$ cat config.mk
export PLATFORM = sky130hd
export DESIGN_NAME = drdy_start_gate
export DESIGN_NICKNAME = d
export VERILOG_FILES = /design/src/rtl/drdy_gate_pkg.sv /design/src/rtl/drdy_setting_store.sv /design/src/rtl/drdy_start_gate.sv
export SDC_FILE = /design/constraint.sdc
export NUM_CORES = 1
export LEC_CHECK = 0
export BUFFER_PORTS_ARGS = -buffer_cell sky130_fd_sc_hd__buf_2
export CORE_AREA = 2 2 101 103
export CTS_BUF_LIST = sky130_fd_sc_hd__clkbuf_16
export DETAILED_ROUTE_END_ITERATION = 10
export DIE_AREA = 0 0 103 105
export HOLD_SLACK_MARGIN = 0.08
export PLACE_DENSITY = 0.53
export SETUP_SLACK_MARGIN = 0.4
export SYNTH_ARGS = -nofsm -noshare
export SYNTH_HDL_FRONTEND = slang
export SYNTH_SLANG_ARGS = --single-unit
$ cat constraint.sdc
create_clock -name sys_clk_i -period 5.7 [get_ports sys_clk_i]
set_clock_uncertainty 0.2 [all_clocks]
set_input_delay 0.57 -clock sys_clk_i [delete_from_list [all_inputs] [get_ports sys_clk_i]]
set_output_delay 0.57 -clock sys_clk_i [all_outputs]
set_load 0.02 [all_outputs]
$ cat src/rtl/drdy_gate_pkg.sv
// Purpose: Shared constants and carriers for driver-ready start gating
// Assumes: 100 MHz system clock
// Notes:   Setting storage is modelled as a saved bit plus a valid flag
package drdy_gate_pkg;

    localparam int unsigned CLK_HZ          = 100_000_000;
    localparam int unsigned WAIT_TIME_MS    = 3000;
    localparam int unsigned WAIT_CYCLES     = (CLK_HZ / 1000) * WAIT_TIME_MS;
    localparam int unsigned WAIT_CNT_W      = 29;
    localparam logic [7:0]  ALARM_CODE_CONN = 8'h6F;
    localparam logic        CHECK_FACTORY   = 1'b0;

    // Setting access from the command interpreter
    typedef struct packed {
        logic wr;          // Write strobe for the pending value
        logic from_seq;    // Access comes from a running sequence program
        logic wdata;       // Value to write
        logic save;        // save_parameters_command pulse
    } setting_req_type;

    // Motion context from the rest of the controller
    typedef struct packed {
        logic start;       // One-cycle motion start request
        logic moving;
        logic running;
        logic alarm_clr;   // Clears the latched connection alarm
    } motion_ctx_type;

    typedef enum logic [1:0] {
        ST_IDLE,
        ST_WAIT,
        ST_GO
    } gate_state_type;

endpackage : drdy_gate_pkg

$ cat src/rtl/drdy_setting_store.sv
// Purpose: One-bit driver-ready check setting with pending, saved and live copies
// Assumes: Saved copy stands in for nonvolatile storage across warm resets
// Notes:   Live value changes only at reset release
`timescale 1ns/100ps
module drdy_setting_store
(
    // Clock and reset
    input  wire logic                            sys_clk_i,
    input  wire logic                            rst_n_i,
    // Storage image presented at power up
    input  wire logic                            nv_valid_i,
    input  wire logic                            nv_value_i,
    // Access
    input  wire drdy_gate_pkg::setting_req_type  req_i,
    output logic                                 pending_o,
    output logic                                 saved_o,
    output logic                                 save_done_o,
    output logic                                 wr_refused_o,
    output logic                                 live_o
);

    typedef struct packed {
        logic loaded;
        logic live;
        logic pending;
        logic saved;
        logic save_done;
        logic refused;
    } store_state_type;

    store_state_type st_r;
    store_state_type st_nxt;

    always_comb
    begin
        st_nxt           = st_r;
        st_nxt.save_done = 1'b0;
        st_nxt.refused   = 1'b0;
        if (!st_r.loaded)
        begin
            // First cycle after release: last saved value or factory default
            st_nxt.loaded  = 1'b1;
            st_nxt.live    = nv_valid_i ? nv_value_i : drdy_gate_pkg::CHECK_FACTORY;
            st_nxt.pending = st_nxt.live;
            st_nxt.saved   = st_nxt.live;
        end
        else
        begin
            if (req_i.wr && req_i.from_seq)
                st_nxt.refused = 1'b1;
            else if (req_i.wr)
                st_nxt.pending = req_i.wdata;
            if (req_i.save)
            begin
                st_nxt.saved     = st_r.pending;
                st_nxt.save_done = 1'b1;
            end
        end
    end

    always_ff @(posedge sys_clk_i or negedge rst_n_i)
    begin
        if (!rst_n_i)
            st_r <= '0;
        else
            st_r <= st_nxt;
    end

    assign pending_o    = st_r.pending;
    assign saved_o      = st_r.saved;
    assign save_done_o  = st_r.save_done;
    assign wr_refused_o = st_r.refused;
    assign live_o       = st_r.live;

    a_live_stable: assert property (@(posedge sys_clk_i) disable iff (!rst_n_i)
        st_r.loaded && $past(st_r.loaded) |-> st_r.live == $past(st_r.live))
        else $error("live setting changed without reset");

    a_seq_refused: assert property (@(posedge sys_clk_i) disable iff (!rst_n_i)
        st_r.loaded && req_i.wr && req_i.from_seq |=> st_r.pending == $past(st_r.pending)
            && st_r.refused)
        else $error("sequence write not refused");

endmodule : drdy_setting_store

$ cat src/rtl/drdy_start_gate.sv
// Purpose: Gate motion start on driver ready, time out, drive ready output
// Assumes: All inputs synchronous to sys_clk_i
// Notes:   Setting takes effect only after a reset following a save
`timescale 1ns/100ps

// Functional notes
// - One-bit check setting, 0 disables and 1 enables driver-ready checking.
// - Setting defaults to 0 when nothing was ever saved.
// - New setting applies only after save and reset; power up loads saved value.
// - Immediate commands read and write setting; sequence writes are refused.
// - Enabled and driver ready at start: pulses begin at once.
// - Enabled and driver not ready: hold start until driver ready asserts.
// - No driver ready three seconds after start: abandon, raise alarm 6Fh.
// - Enabled: ready output when idle, no program, no alarm and driver ready.
// - Disabled: ready output when idle, no program, no alarm.
module drdy_start_gate
#(
    parameter int unsigned WAIT_CYCLES = drdy_gate_pkg::WAIT_CYCLES
)
(
    // Clock and reset
    input  wire logic                            sys_clk_i,
    input  wire logic                            rst_n_i,
    // Saved setting image at power up
    input  wire logic                            nv_valid_i,
    input  wire logic                            nv_value_i,
    // Setting access
    input  wire drdy_gate_pkg::setting_req_type  setting_req_i,
    output logic                                 driver_ready_check_enable_o,
    output logic                                 check_pending_o,
    output logic                                 check_saved_o,
    output logic                                 save_done_o,
    output logic                                 write_refused_o,
    // Motion context
    input  wire drdy_gate_pkg::motion_ctx_type   motion_i,
    input  wire logic                            driver_ready_i,
    // Results
    output logic                                 pulse_start_o,
    output logic                                 start_waiting_o,
    output logic                                 conn_alarm_o,
    output logic [7:0]                           alarm_code_o,
    output logic                                 driver_ready_input_status_o,
    output logic                                 ready_local_o,
    output logic                                 ready_remote_o
);

    localparam int unsigned CNT_W = drdy_gate_pkg::WAIT_CNT_W;
    // Counter stops one short: the alarm edge itself is the last waiting cycle
    localparam logic [CNT_W-1:0] WAIT_LAST = CNT_W'(WAIT_CYCLES - 1);

    typedef struct packed {
        drdy_gate_pkg::gate_state_type    state;
        logic [drdy_gate_pkg::WAIT_CNT_W-1:0] cnt;
        logic                             pulse;
        logic                             alarm;
        logic [7:0]                       code;
        logic                             drv_seen;
        logic                             ready;
        logic                             loaded;
    } gate_reg_type;

    gate_reg_type r_r;
    gate_reg_type r_nxt;
    logic         check_en;
    logic         idle_ok;

    drdy_setting_store u_store
    (
        .sys_clk_i    (sys_clk_i),
        .rst_n_i      (rst_n_i),
        .nv_valid_i   (nv_valid_i),
        .nv_value_i   (nv_value_i),
        .req_i        (setting_req_i),
        .pending_o    (check_pending_o),
        .saved_o      (check_saved_o),
        .save_done_o  (save_done_o),
        .wr_refused_o (write_refused_o),
        .live_o       (check_en)
    );

    // Idle means no motion, no program, no alarm and no start in progress.
    // Live setting is not valid in the load cycle after reset, so ready
    // and starts wait one cycle rather than act on a stale disabled check.
    assign idle_ok = !motion_i.moving && !motion_i.running && !r_r.alarm
                     && (r_r.state == drdy_gate_pkg::ST_IDLE) && r_r.loaded;

    always_comb
    begin
        r_nxt          = r_r;
        r_nxt.pulse    = 1'b0;
        r_nxt.drv_seen = driver_ready_i;
        r_nxt.loaded   = 1'b1;
        r_nxt.ready    = idle_ok && (!check_en || driver_ready_i);
        if (motion_i.alarm_clr)
        begin
            r_nxt.alarm = 1'b0;
            r_nxt.code  = 8'h00;
        end
        case (r_r.state)
            drdy_gate_pkg::ST_IDLE:
            begin
                if (motion_i.start && !r_r.alarm && r_r.loaded)
                begin
                    r_nxt.cnt = '0;
                    if (!check_en || driver_ready_i)
                    begin
                        r_nxt.pulse = 1'b1;
                        r_nxt.state = drdy_gate_pkg::ST_GO;
                    end
                    else
                        r_nxt.state = drdy_gate_pkg::ST_WAIT;
                end
            end
            drdy_gate_pkg::ST_WAIT:
            begin
                if (driver_ready_i)
                begin
                    r_nxt.cnt   = '0;
                    r_nxt.pulse = 1'b1;
                    r_nxt.state = drdy_gate_pkg::ST_GO;
                end
                else if (motion_i.start)
                    r_nxt.cnt = '0;
                else if (r_r.cnt == WAIT_LAST)
                begin
                    // Timeout wins over a late clear in the same cycle
                    r_nxt.alarm = 1'b1;
                    r_nxt.code  = drdy_gate_pkg::ALARM_CODE_CONN;
                    r_nxt.state = drdy_gate_pkg::ST_IDLE;
                    r_nxt.cnt   = '0;
                end
                else
                    r_nxt.cnt = r_r.cnt + 1'b1;
            end
            drdy_gate_pkg::ST_GO:
                r_nxt.state = drdy_gate_pkg::ST_IDLE;
            default:
                r_nxt.state = drdy_gate_pkg::ST_IDLE;
        endcase
    end

    always_ff @(posedge sys_clk_i or negedge rst_n_i)
    begin
        if (!rst_n_i)
            r_r <= '{state: drdy_gate_pkg::ST_IDLE, default: '0};
        else
            r_r <= r_nxt;
    end

    assign driver_ready_check_enable_o = check_en;
    assign pulse_start_o               = r_r.pulse;
    assign start_waiting_o             = (r_r.state == drdy_gate_pkg::ST_WAIT);
    assign conn_alarm_o                = r_r.alarm;
    assign alarm_code_o                = r_r.code;
    assign driver_ready_input_status_o = r_r.drv_seen;
    assign ready_local_o               = r_r.ready;
    assign ready_remote_o              = r_r.ready;

    a_start_now: assert property (@(posedge sys_clk_i) disable iff (!rst_n_i)
        r_r.state == drdy_gate_pkg::ST_IDLE && motion_i.start && !r_r.alarm
        && r_r.loaded && (!check_en || driver_ready_i) |=> pulse_start_o)
        else $error("start with driver ready not immediate");

    a_start_held: assert property (@(posedge sys_clk_i) disable iff (!rst_n_i)
        r_r.state == drdy_gate_pkg::ST_WAIT && !driver_ready_i |=> !pulse_start_o)
        else $error("pulses began while driver not ready");

    a_wait_release: assert property (@(posedge sys_clk_i) disable iff (!rst_n_i)
        r_r.state == drdy_gate_pkg::ST_WAIT && driver_ready_i
        |=> pulse_start_o && r_r.cnt == '0)
        else $error("start not released on driver ready");

    a_timeout_alarm: assert property (@(posedge sys_clk_i) disable iff (!rst_n_i)
        r_r.state == drdy_gate_pkg::ST_WAIT && !driver_ready_i && !motion_i.start
        && r_r.cnt == WAIT_LAST
        |=> conn_alarm_o && alarm_code_o == 8'h6F && !start_waiting_o)
        else $error("timeout did not raise alarm 6Fh");

    a_alarm_latched: assert property (@(posedge sys_clk_i) disable iff (!rst_n_i)
        conn_alarm_o && !motion_i.alarm_clr |=> conn_alarm_o)
        else $error("alarm dropped without clear");

    a_ready_gated: assert property (@(posedge sys_clk_i) disable iff (!rst_n_i)
        ready_local_o |-> !$past(motion_i.moving) && !$past(motion_i.running)
        && !$past(conn_alarm_o) && (!check_en || $past(driver_ready_i)))
        else $error("ready output while busy or driver not ready");

    a_ready_nocheck: assert property (@(posedge sys_clk_i) disable iff (!rst_n_i)
        !check_en && idle_ok |=> ready_local_o && ready_remote_o)
        else $error("ready missing with check disabled");

    a_no_early_alarm: assert property (@(posedge sys_clk_i) disable iff (!rst_n_i)
        $rose(conn_alarm_o) |-> $past(r_r.cnt) == WAIT_LAST)
        else $error("alarm before full wait");

    a_pulse_single: assert property (@(posedge sys_clk_i) disable iff (!rst_n_i)
        pulse_start_o |=> !pulse_start_o)
        else $error("start pulse longer than one cycle");

    a_alarm_blocks: assert property (@(posedge sys_clk_i) disable iff (!rst_n_i)
        conn_alarm_o |=> !pulse_start_o)
        else $error("start accepted while alarm latched");

    a_code_tracks: assert property (@(posedge sys_clk_i) disable iff (!rst_n_i)
        alarm_code_o == (conn_alarm_o ? 8'h6F : 8'h00))
        else $error("alarm code does not match alarm state");

    a_cnt_bound: assert property (@(posedge sys_clk_i) disable iff (!rst_n_i)
        r_r.state == drdy_gate_pkg::ST_WAIT |-> r_r.cnt <= WAIT_LAST)
        else $error("wait counter beyond its last value");

    a_ready_pair: assert property (@(posedge sys_clk_i) disable iff (!rst_n_i)
        ready_local_o == ready_remote_o)
        else $error("local and remote ready differ");

    a_status_follow: assert property (@(posedge sys_clk_i) disable iff (!rst_n_i)
        r_r.loaded |-> driver_ready_input_status_o == $past(driver_ready_i))
        else $error("driver ready status not one cycle behind input");

    a_wait_blocks_ready: assert property (@(posedge sys_clk_i) disable iff (!rst_n_i)
        start_waiting_o |=> !ready_local_o)
        else $error("ready output while a start is waiting");

    a_load_guard: assert property (@(posedge sys_clk_i) disable iff (!rst_n_i)
        !r_r.loaded |=> !pulse_start_o && !ready_local_o)
        else $error("start or ready acted on before the setting loaded");

endmodule : drdy_start_gate

==> impl_results.html <==
<table>
<tr><th>Metric</th><th>Value</th></tr>
<tr><th colspan="2">Setup path</th></tr>
<tr><td>Chain of cells forming the critical path</td><td>and2_1 -&gt; nand3_1 -&gt; or4_4 -&gt; a21oi_4 -&gt; nor2_1</td></tr>
<tr><td>Critical path startpoint category</td><td>flip-flop</td></tr>
<tr><td>Endpoint kind of the worst setup timing path</td><td>flip-flop</td></tr>
<tr><td>Register-to-Register Setup Slack</td><td>3.10 ns</td></tr>
<tr><td>Number of cells on the critical path</td><td>5</td></tr>
<tr><td>RR Startpoint</td><td>r_r[29]</td></tr>
<tr><td>Worst setup endpoint</td><td>r_r[19]</td></tr>
<tr><td>Logic depth of the worst register-to-register path</td><td>5</td></tr>
<tr><td>Worst setup startpoint</td><td>r_r[29]</td></tr>
<tr><td>Category of the most critical setup path</td><td>flip-flop to flip-flop</td></tr>
<tr><td>Data required time of the critical path</td><td>between 5 and 6 ns</td></tr>
<tr><td>Bufs and invs on worst path</td><td>0</td></tr>
<tr><td>Cell family contributing the most delay on the critical path</td><td>simple AND/OR/NAND/NOR gates</td></tr>
<tr><td>Arrival time at the worst endpoint</td><td>around 2.5 ns</td></tr>
<tr><td>Highest fanout seen on the critical path</td><td>26</td></tr>
<tr><td>Crit Reg-Reg Endpoint</td><td>r_r[19]</td></tr>
<tr><td>Critical Path Slowest Stage Cell</td><td>a21oi_4</td></tr>
<tr><td>Max stage delay on crit path</td><td>0.64 ns</td></tr>
<tr><th colspan="2">CTS</th></tr>
<tr><td>Post-CTS setup buffers</td><td>0</td></tr>
<tr><td>Gates resized, CTS repair</td><td>0</td></tr>
<tr><td>Level count of the clock H-tree</td><td>2</td></tr>
<tr><td>TritonCTS buffer count</td><td>5</td></tr>
<tr><td>CTS Sinks</td><td>49</td></tr>
<tr><td>TritonCTS clock tree</td><td>done</td></tr>
<tr><td>Clock transition at the register clock pins on the worst setup and hold paths after CTS</td><td>0.07 ns</td></tr>
<tr><td>Worst-Skew Late Latency</td><td>between 0.2 and 0.3 ns</td></tr>
<tr><td>Clock Root Buffer</td><td>clkbuf_16</td></tr>
<tr><td>Buffer levels on the longest clock path</td><td>2</td></tr>
<tr><td>CTS Hold Buffers Added</td><td>0</td></tr>
<tr><th colspan="2">Placed design</th></tr>
<tr><td>Final RePlAce weighted congestion</td><td>around 0.72</td></tr>
<tr><td>Dpl hpwl</td><td>3.34 mm</td></tr>
<tr><td>Count of buffers from port buffering</td><td>31</td></tr>
<tr><th colspan="2">Synth</th></tr>
<tr><td>Netlist cell types</td><td>43</td></tr>
<tr><td>Synthesized area per cell</td><td>~10 um^2</td></tr>
<tr><td>Portion of the post-synthesis area used by sequential elements</td><td>51.4%</td></tr>
<tr><td>Count of yosys warnings during synthesis</td><td>0</td></tr>
<tr><td>Top cells by area in the synthesized netlist</td><td>dfrtp_1 (51%), xnor2_1 (7.3%), nor2_1 (3.9%)</td></tr>
<tr><td>Fraction of synthesis flops using an asynchronous set or reset pin</td><td>100%</td></tr>
<tr><td>Cell area after technology mapping</td><td>~2400 um^2</td></tr>
<tr><td>Most area-hungry cell type in the Yosys netlist</td><td>dfrtp_1</td></tr>
<tr><td>Register bit count reported by yosys</td><td>49</td></tr>
<tr><td>Post-Synthesis Cells</td><td>~240</td></tr>
<tr><td>Proportion of netlist area held by the largest area contributor</td><td>51.4%</td></tr>
<tr><td>Primary flip-flop cell chosen by synthesis mapping</td><td>dfrtp_1</td></tr>
<tr><td>Net Count, Synth</td><td>about 250</td></tr>
<tr><td>EDFF count, synth</td><td>0</td></tr>
<tr><th colspan="2">Routing</th></tr>
<tr><td>Vias per cell</td><td>4.49</td></tr>
<tr><td>Antenna Nets Post-Route</td><td>0</td></tr>
<tr><td>Detail-routed net length per standard cell</td><td>roughly 12 um</td></tr>
<tr><td>Vias</td><td>1,775</td></tr>
<tr><td>Initial DRT Pass Iterations</td><td>4</td></tr>
<tr><td>Count of unresolved DRC violations after routing</td><td>0</td></tr>
<tr><td>Overall routed net length</td><td>4.77 mm</td></tr>
<tr><td>Iteration-0 DRC Markers</td><td>84</td></tr>
<tr><th colspan="2">Floorplan</th></tr>
<tr><td>Die outline width</td><td>around 100 um</td></tr>
<tr><td>Floorplan die height</td><td>between 100 and 150 um</td></tr>
<tr><td>I/O Pins</td><td>32</td></tr>
<tr><td>Starting density of the core</td><td>24.8%</td></tr>
<tr><td>Area enclosed by the die boundary</td><td>10,800 um^2</td></tr>
<tr><td>Placeable Area</td><td>around 9600 um^2</td></tr>
<tr><td># rows</td><td>36</td></tr>
<tr><th colspan="2">STA</th></tr>
<tr><td>Final clock period utilization by the worst path</td><td>45.5%</td></tr>
<tr><td>Hold_ws</td><td>0.183 ns</td></tr>
<tr><td>Setup-failing EPs final</td><td>0</td></tr>
<tr><td>Final max-slew violation count</td><td>0</td></tr>
<tr><td>Crit path time final</td><td>2.60 ns</td></tr>
<tr><td>Pin slew with the least headroom to its limit</td><td>0.793 ns</td></tr>
<tr><td>Unrepaired setup endpoints after global routing</td><td>no</td></tr>
<tr><td>Max Freq</td><td>just under 400 MHz</td></tr>
<tr><td>Total negative setup slack</td><td>0 ns</td></tr>
<tr><td>Worst relative slew slack</td><td>a little under half</td></tr>
<tr><td>Number of hold violations in the final report</td><td>0</td></tr>
<tr><th colspan="2">Final layout</th></tr>
<tr><td>Most frequent cells in the layout</td><td>dfrtp_1 (49), buf_2 (31), nor2_1 (25)</td></tr>
<tr><td>Total inserted antenna cells</td><td>0</td></tr>
<tr><td>Fill cell instance count of the final layout</td><td>slightly above 1,000</td></tr>
<tr><td>Area growth from synthesis to final layout</td><td>15.9%</td></tr>
<tr><td>Ratio of cells with drive above 1 in the final layout</td><td>19.5%</td></tr>
<tr><td>Most common library cell in the layout ignoring fill and taps</td><td>dfrtp_1</td></tr>
<tr><td>Final net count</td><td>about 280</td></tr>
<tr><th colspan="2">Power</th></tr>
<tr><td>Leakage power total</td><td>1.18 nW</td></tr>
<tr><td>Pwr per Cell Area</td><td>~260 nW/um^2</td></tr>
<tr><td>VDD IR-drop max</td><td>between 100 and 150 uV</td></tr>
<tr><th colspan="2">Global route</th></tr>
<tr><td>Global Route Usage Sum</td><td>9.51%</td></tr>
<tr><td>Via count of the first global-routing pass</td><td>1,686</td></tr>
<tr><td>Initial antenna violation count</td><td>0</td></tr>
<tr><td>Remaining global-route overflow</td><td>0</td></tr>
<tr><td>First-pass GRT wire length</td><td>between 8 and 9 mm</td></tr>
<tr><td>Maximum number of pins on one net before global-route repair</td><td>50</td></tr>
<tr><th colspan="2">Run status</th></tr>
<tr><td>Outcome</td><td>finished, final reports clean</td></tr>
<tr><th colspan="2">Worst hold path</th></tr>
<tr><td>Hold Path Class</td><td>input pin to asynchronous set/reset pin</td></tr>
<tr><th colspan="2">Flow run</th></tr>
<tr><td>Number of max-cap violations</td><td>0</td></tr>
</table>
==> cells in the mapped netlist, types with 2 or more instances <==
library cell / number
nand4_1: 7
nor3_1: 5
nor4_1: 13
dfrtp_1: 49
buf_4: 10
a21oi_1: 6
and2_1: 2
buf_2: 2
nor2_1: 25
nor2_2: 4
buf_6: 2
xor2_1: 2
and3b_1: 2
or3_1: 4
clkbuf_1: 2
nand3_1: 11
and3_1: 3
nand3b_1: 2
mux2i_1: 2
xnor2_1: 20
and4_1: 2
nand2_1: 15
nor2b_1: 2
o21ai_0: 14
nor4b_1: 3
inv_1: 12
==> logic make-up (layout without fill, tap and decap cells) <==
kind of cell    Yosys count  in the layout  synth area share [%]
compound gates           27             27                  6.77
xor+xnor                 22             22                  8.08
fa+ha+maj                 1              1                 0.524
buf+inv                  28             52                  6.71
flops                    49             49                  51.4
mux                       2              2                 0.839
other cells               1              1                 0.157
simple gates            108            108                  25.5
==> cell type report <==
| cell class | instances | area [um^2] | area share (%) |
|---|---|---|---|
| multi-input cells | 161 | 1000 | 36.1 |
| inverters | 12 | 45.0 | 1.63 |
| clock buffers | 5 | 125 | 4.52 |
| well taps | 133 | 166 | 6.02 |
| clock inverters | 3 | 41.3 | 1.49 |
| repair buffers | 32 | 163 | 5.88 |
| flip-flops and latches | 49 | 1230 | 44.3 |
==> worst min-delay path by stage <==
stage / cells past startpoint / endpoint / from / slack [ns]
after floorplan: 0 / alarm_code_o[0] / rst_n_i / 0.07
final: 2 / r_r[22] / rst_n_i / 0.18
after global routing: 2 / ready_local_o / motion_i[2] / 0.23
after detailed placement: 1 / alarm_code_o[4] / alarm_code_o[4] / 0.30
after global placement: 1 / alarm_code_o[4] / alarm_code_o[4] / 0.30
after CTS: 2 / r_r[30] / rst_n_i / 0.21
==> worst register-to-register path, stage by stage, from the launching register on <==
cell     delay, ns
dfrtp_1       0.37
and2_1        0.33
nand3_1       0.17
or4_4         0.60
a21oi_4       0.64
nor2_1        0.13
==> sequential cells by signal, indices dropped and copies added (netlist names) <==
signal / cells
r_r: 31
alarm_code_o: 8
conn_alarm_o: 1
driver_ready_input_status_o: 1
pulse_start_o: 1
ready_local_o: 1
u_store.live_o: 1
u_store.pending_o: 1
u_store.save_done_o: 1
u_store.saved_o: 1
u_store.st_r: 1
u_store.wr_refused_o: 1
==> through the flow <==
step | instances | cell area, um^2 | worst slack (ns) | total power, mW | utilization, %
6_report | 395 | 2770 | 3.10 | 0.726 | 28.7
5_1_grt | 395 | 2770 | 2.92 | 0.760 | 28.7
4_1_cts | 395 | 2770 | 3.08 | 0.740 | 28.7
3_5_place_dp | 387 | 2600 | 3.10 | 0.404 | 27.0
3_3_place_gp | 387 | 2600 | 3.16 | 0.404 | 27.0
2_1_floorplan | 238 | 2390 | 3.58 | 0.385 | -
==> routing by layer <==
layer / global-route usage [%] / share of wire [%] / vias to the layer above
met5: 0 / 0 / -
met4: 2.82 / 0.42 / 0
met3: 2.81 / 3.3 / 2
met2: 13.8 / 47 / 18
met1: 13.6 / 49 / 889
li1: - / - / 866
==> power breakdown <==
| part | switching (mW) | internal (mW) |
|---|---|---|
| combinational | 0.0281 | 0.0116 |
| clock | 0.125 | 0.205 |
| sequential | 0.00365 | 0.353 |
| total | 0.156 | 0.570 |
(Power assumes the default switching activity.)
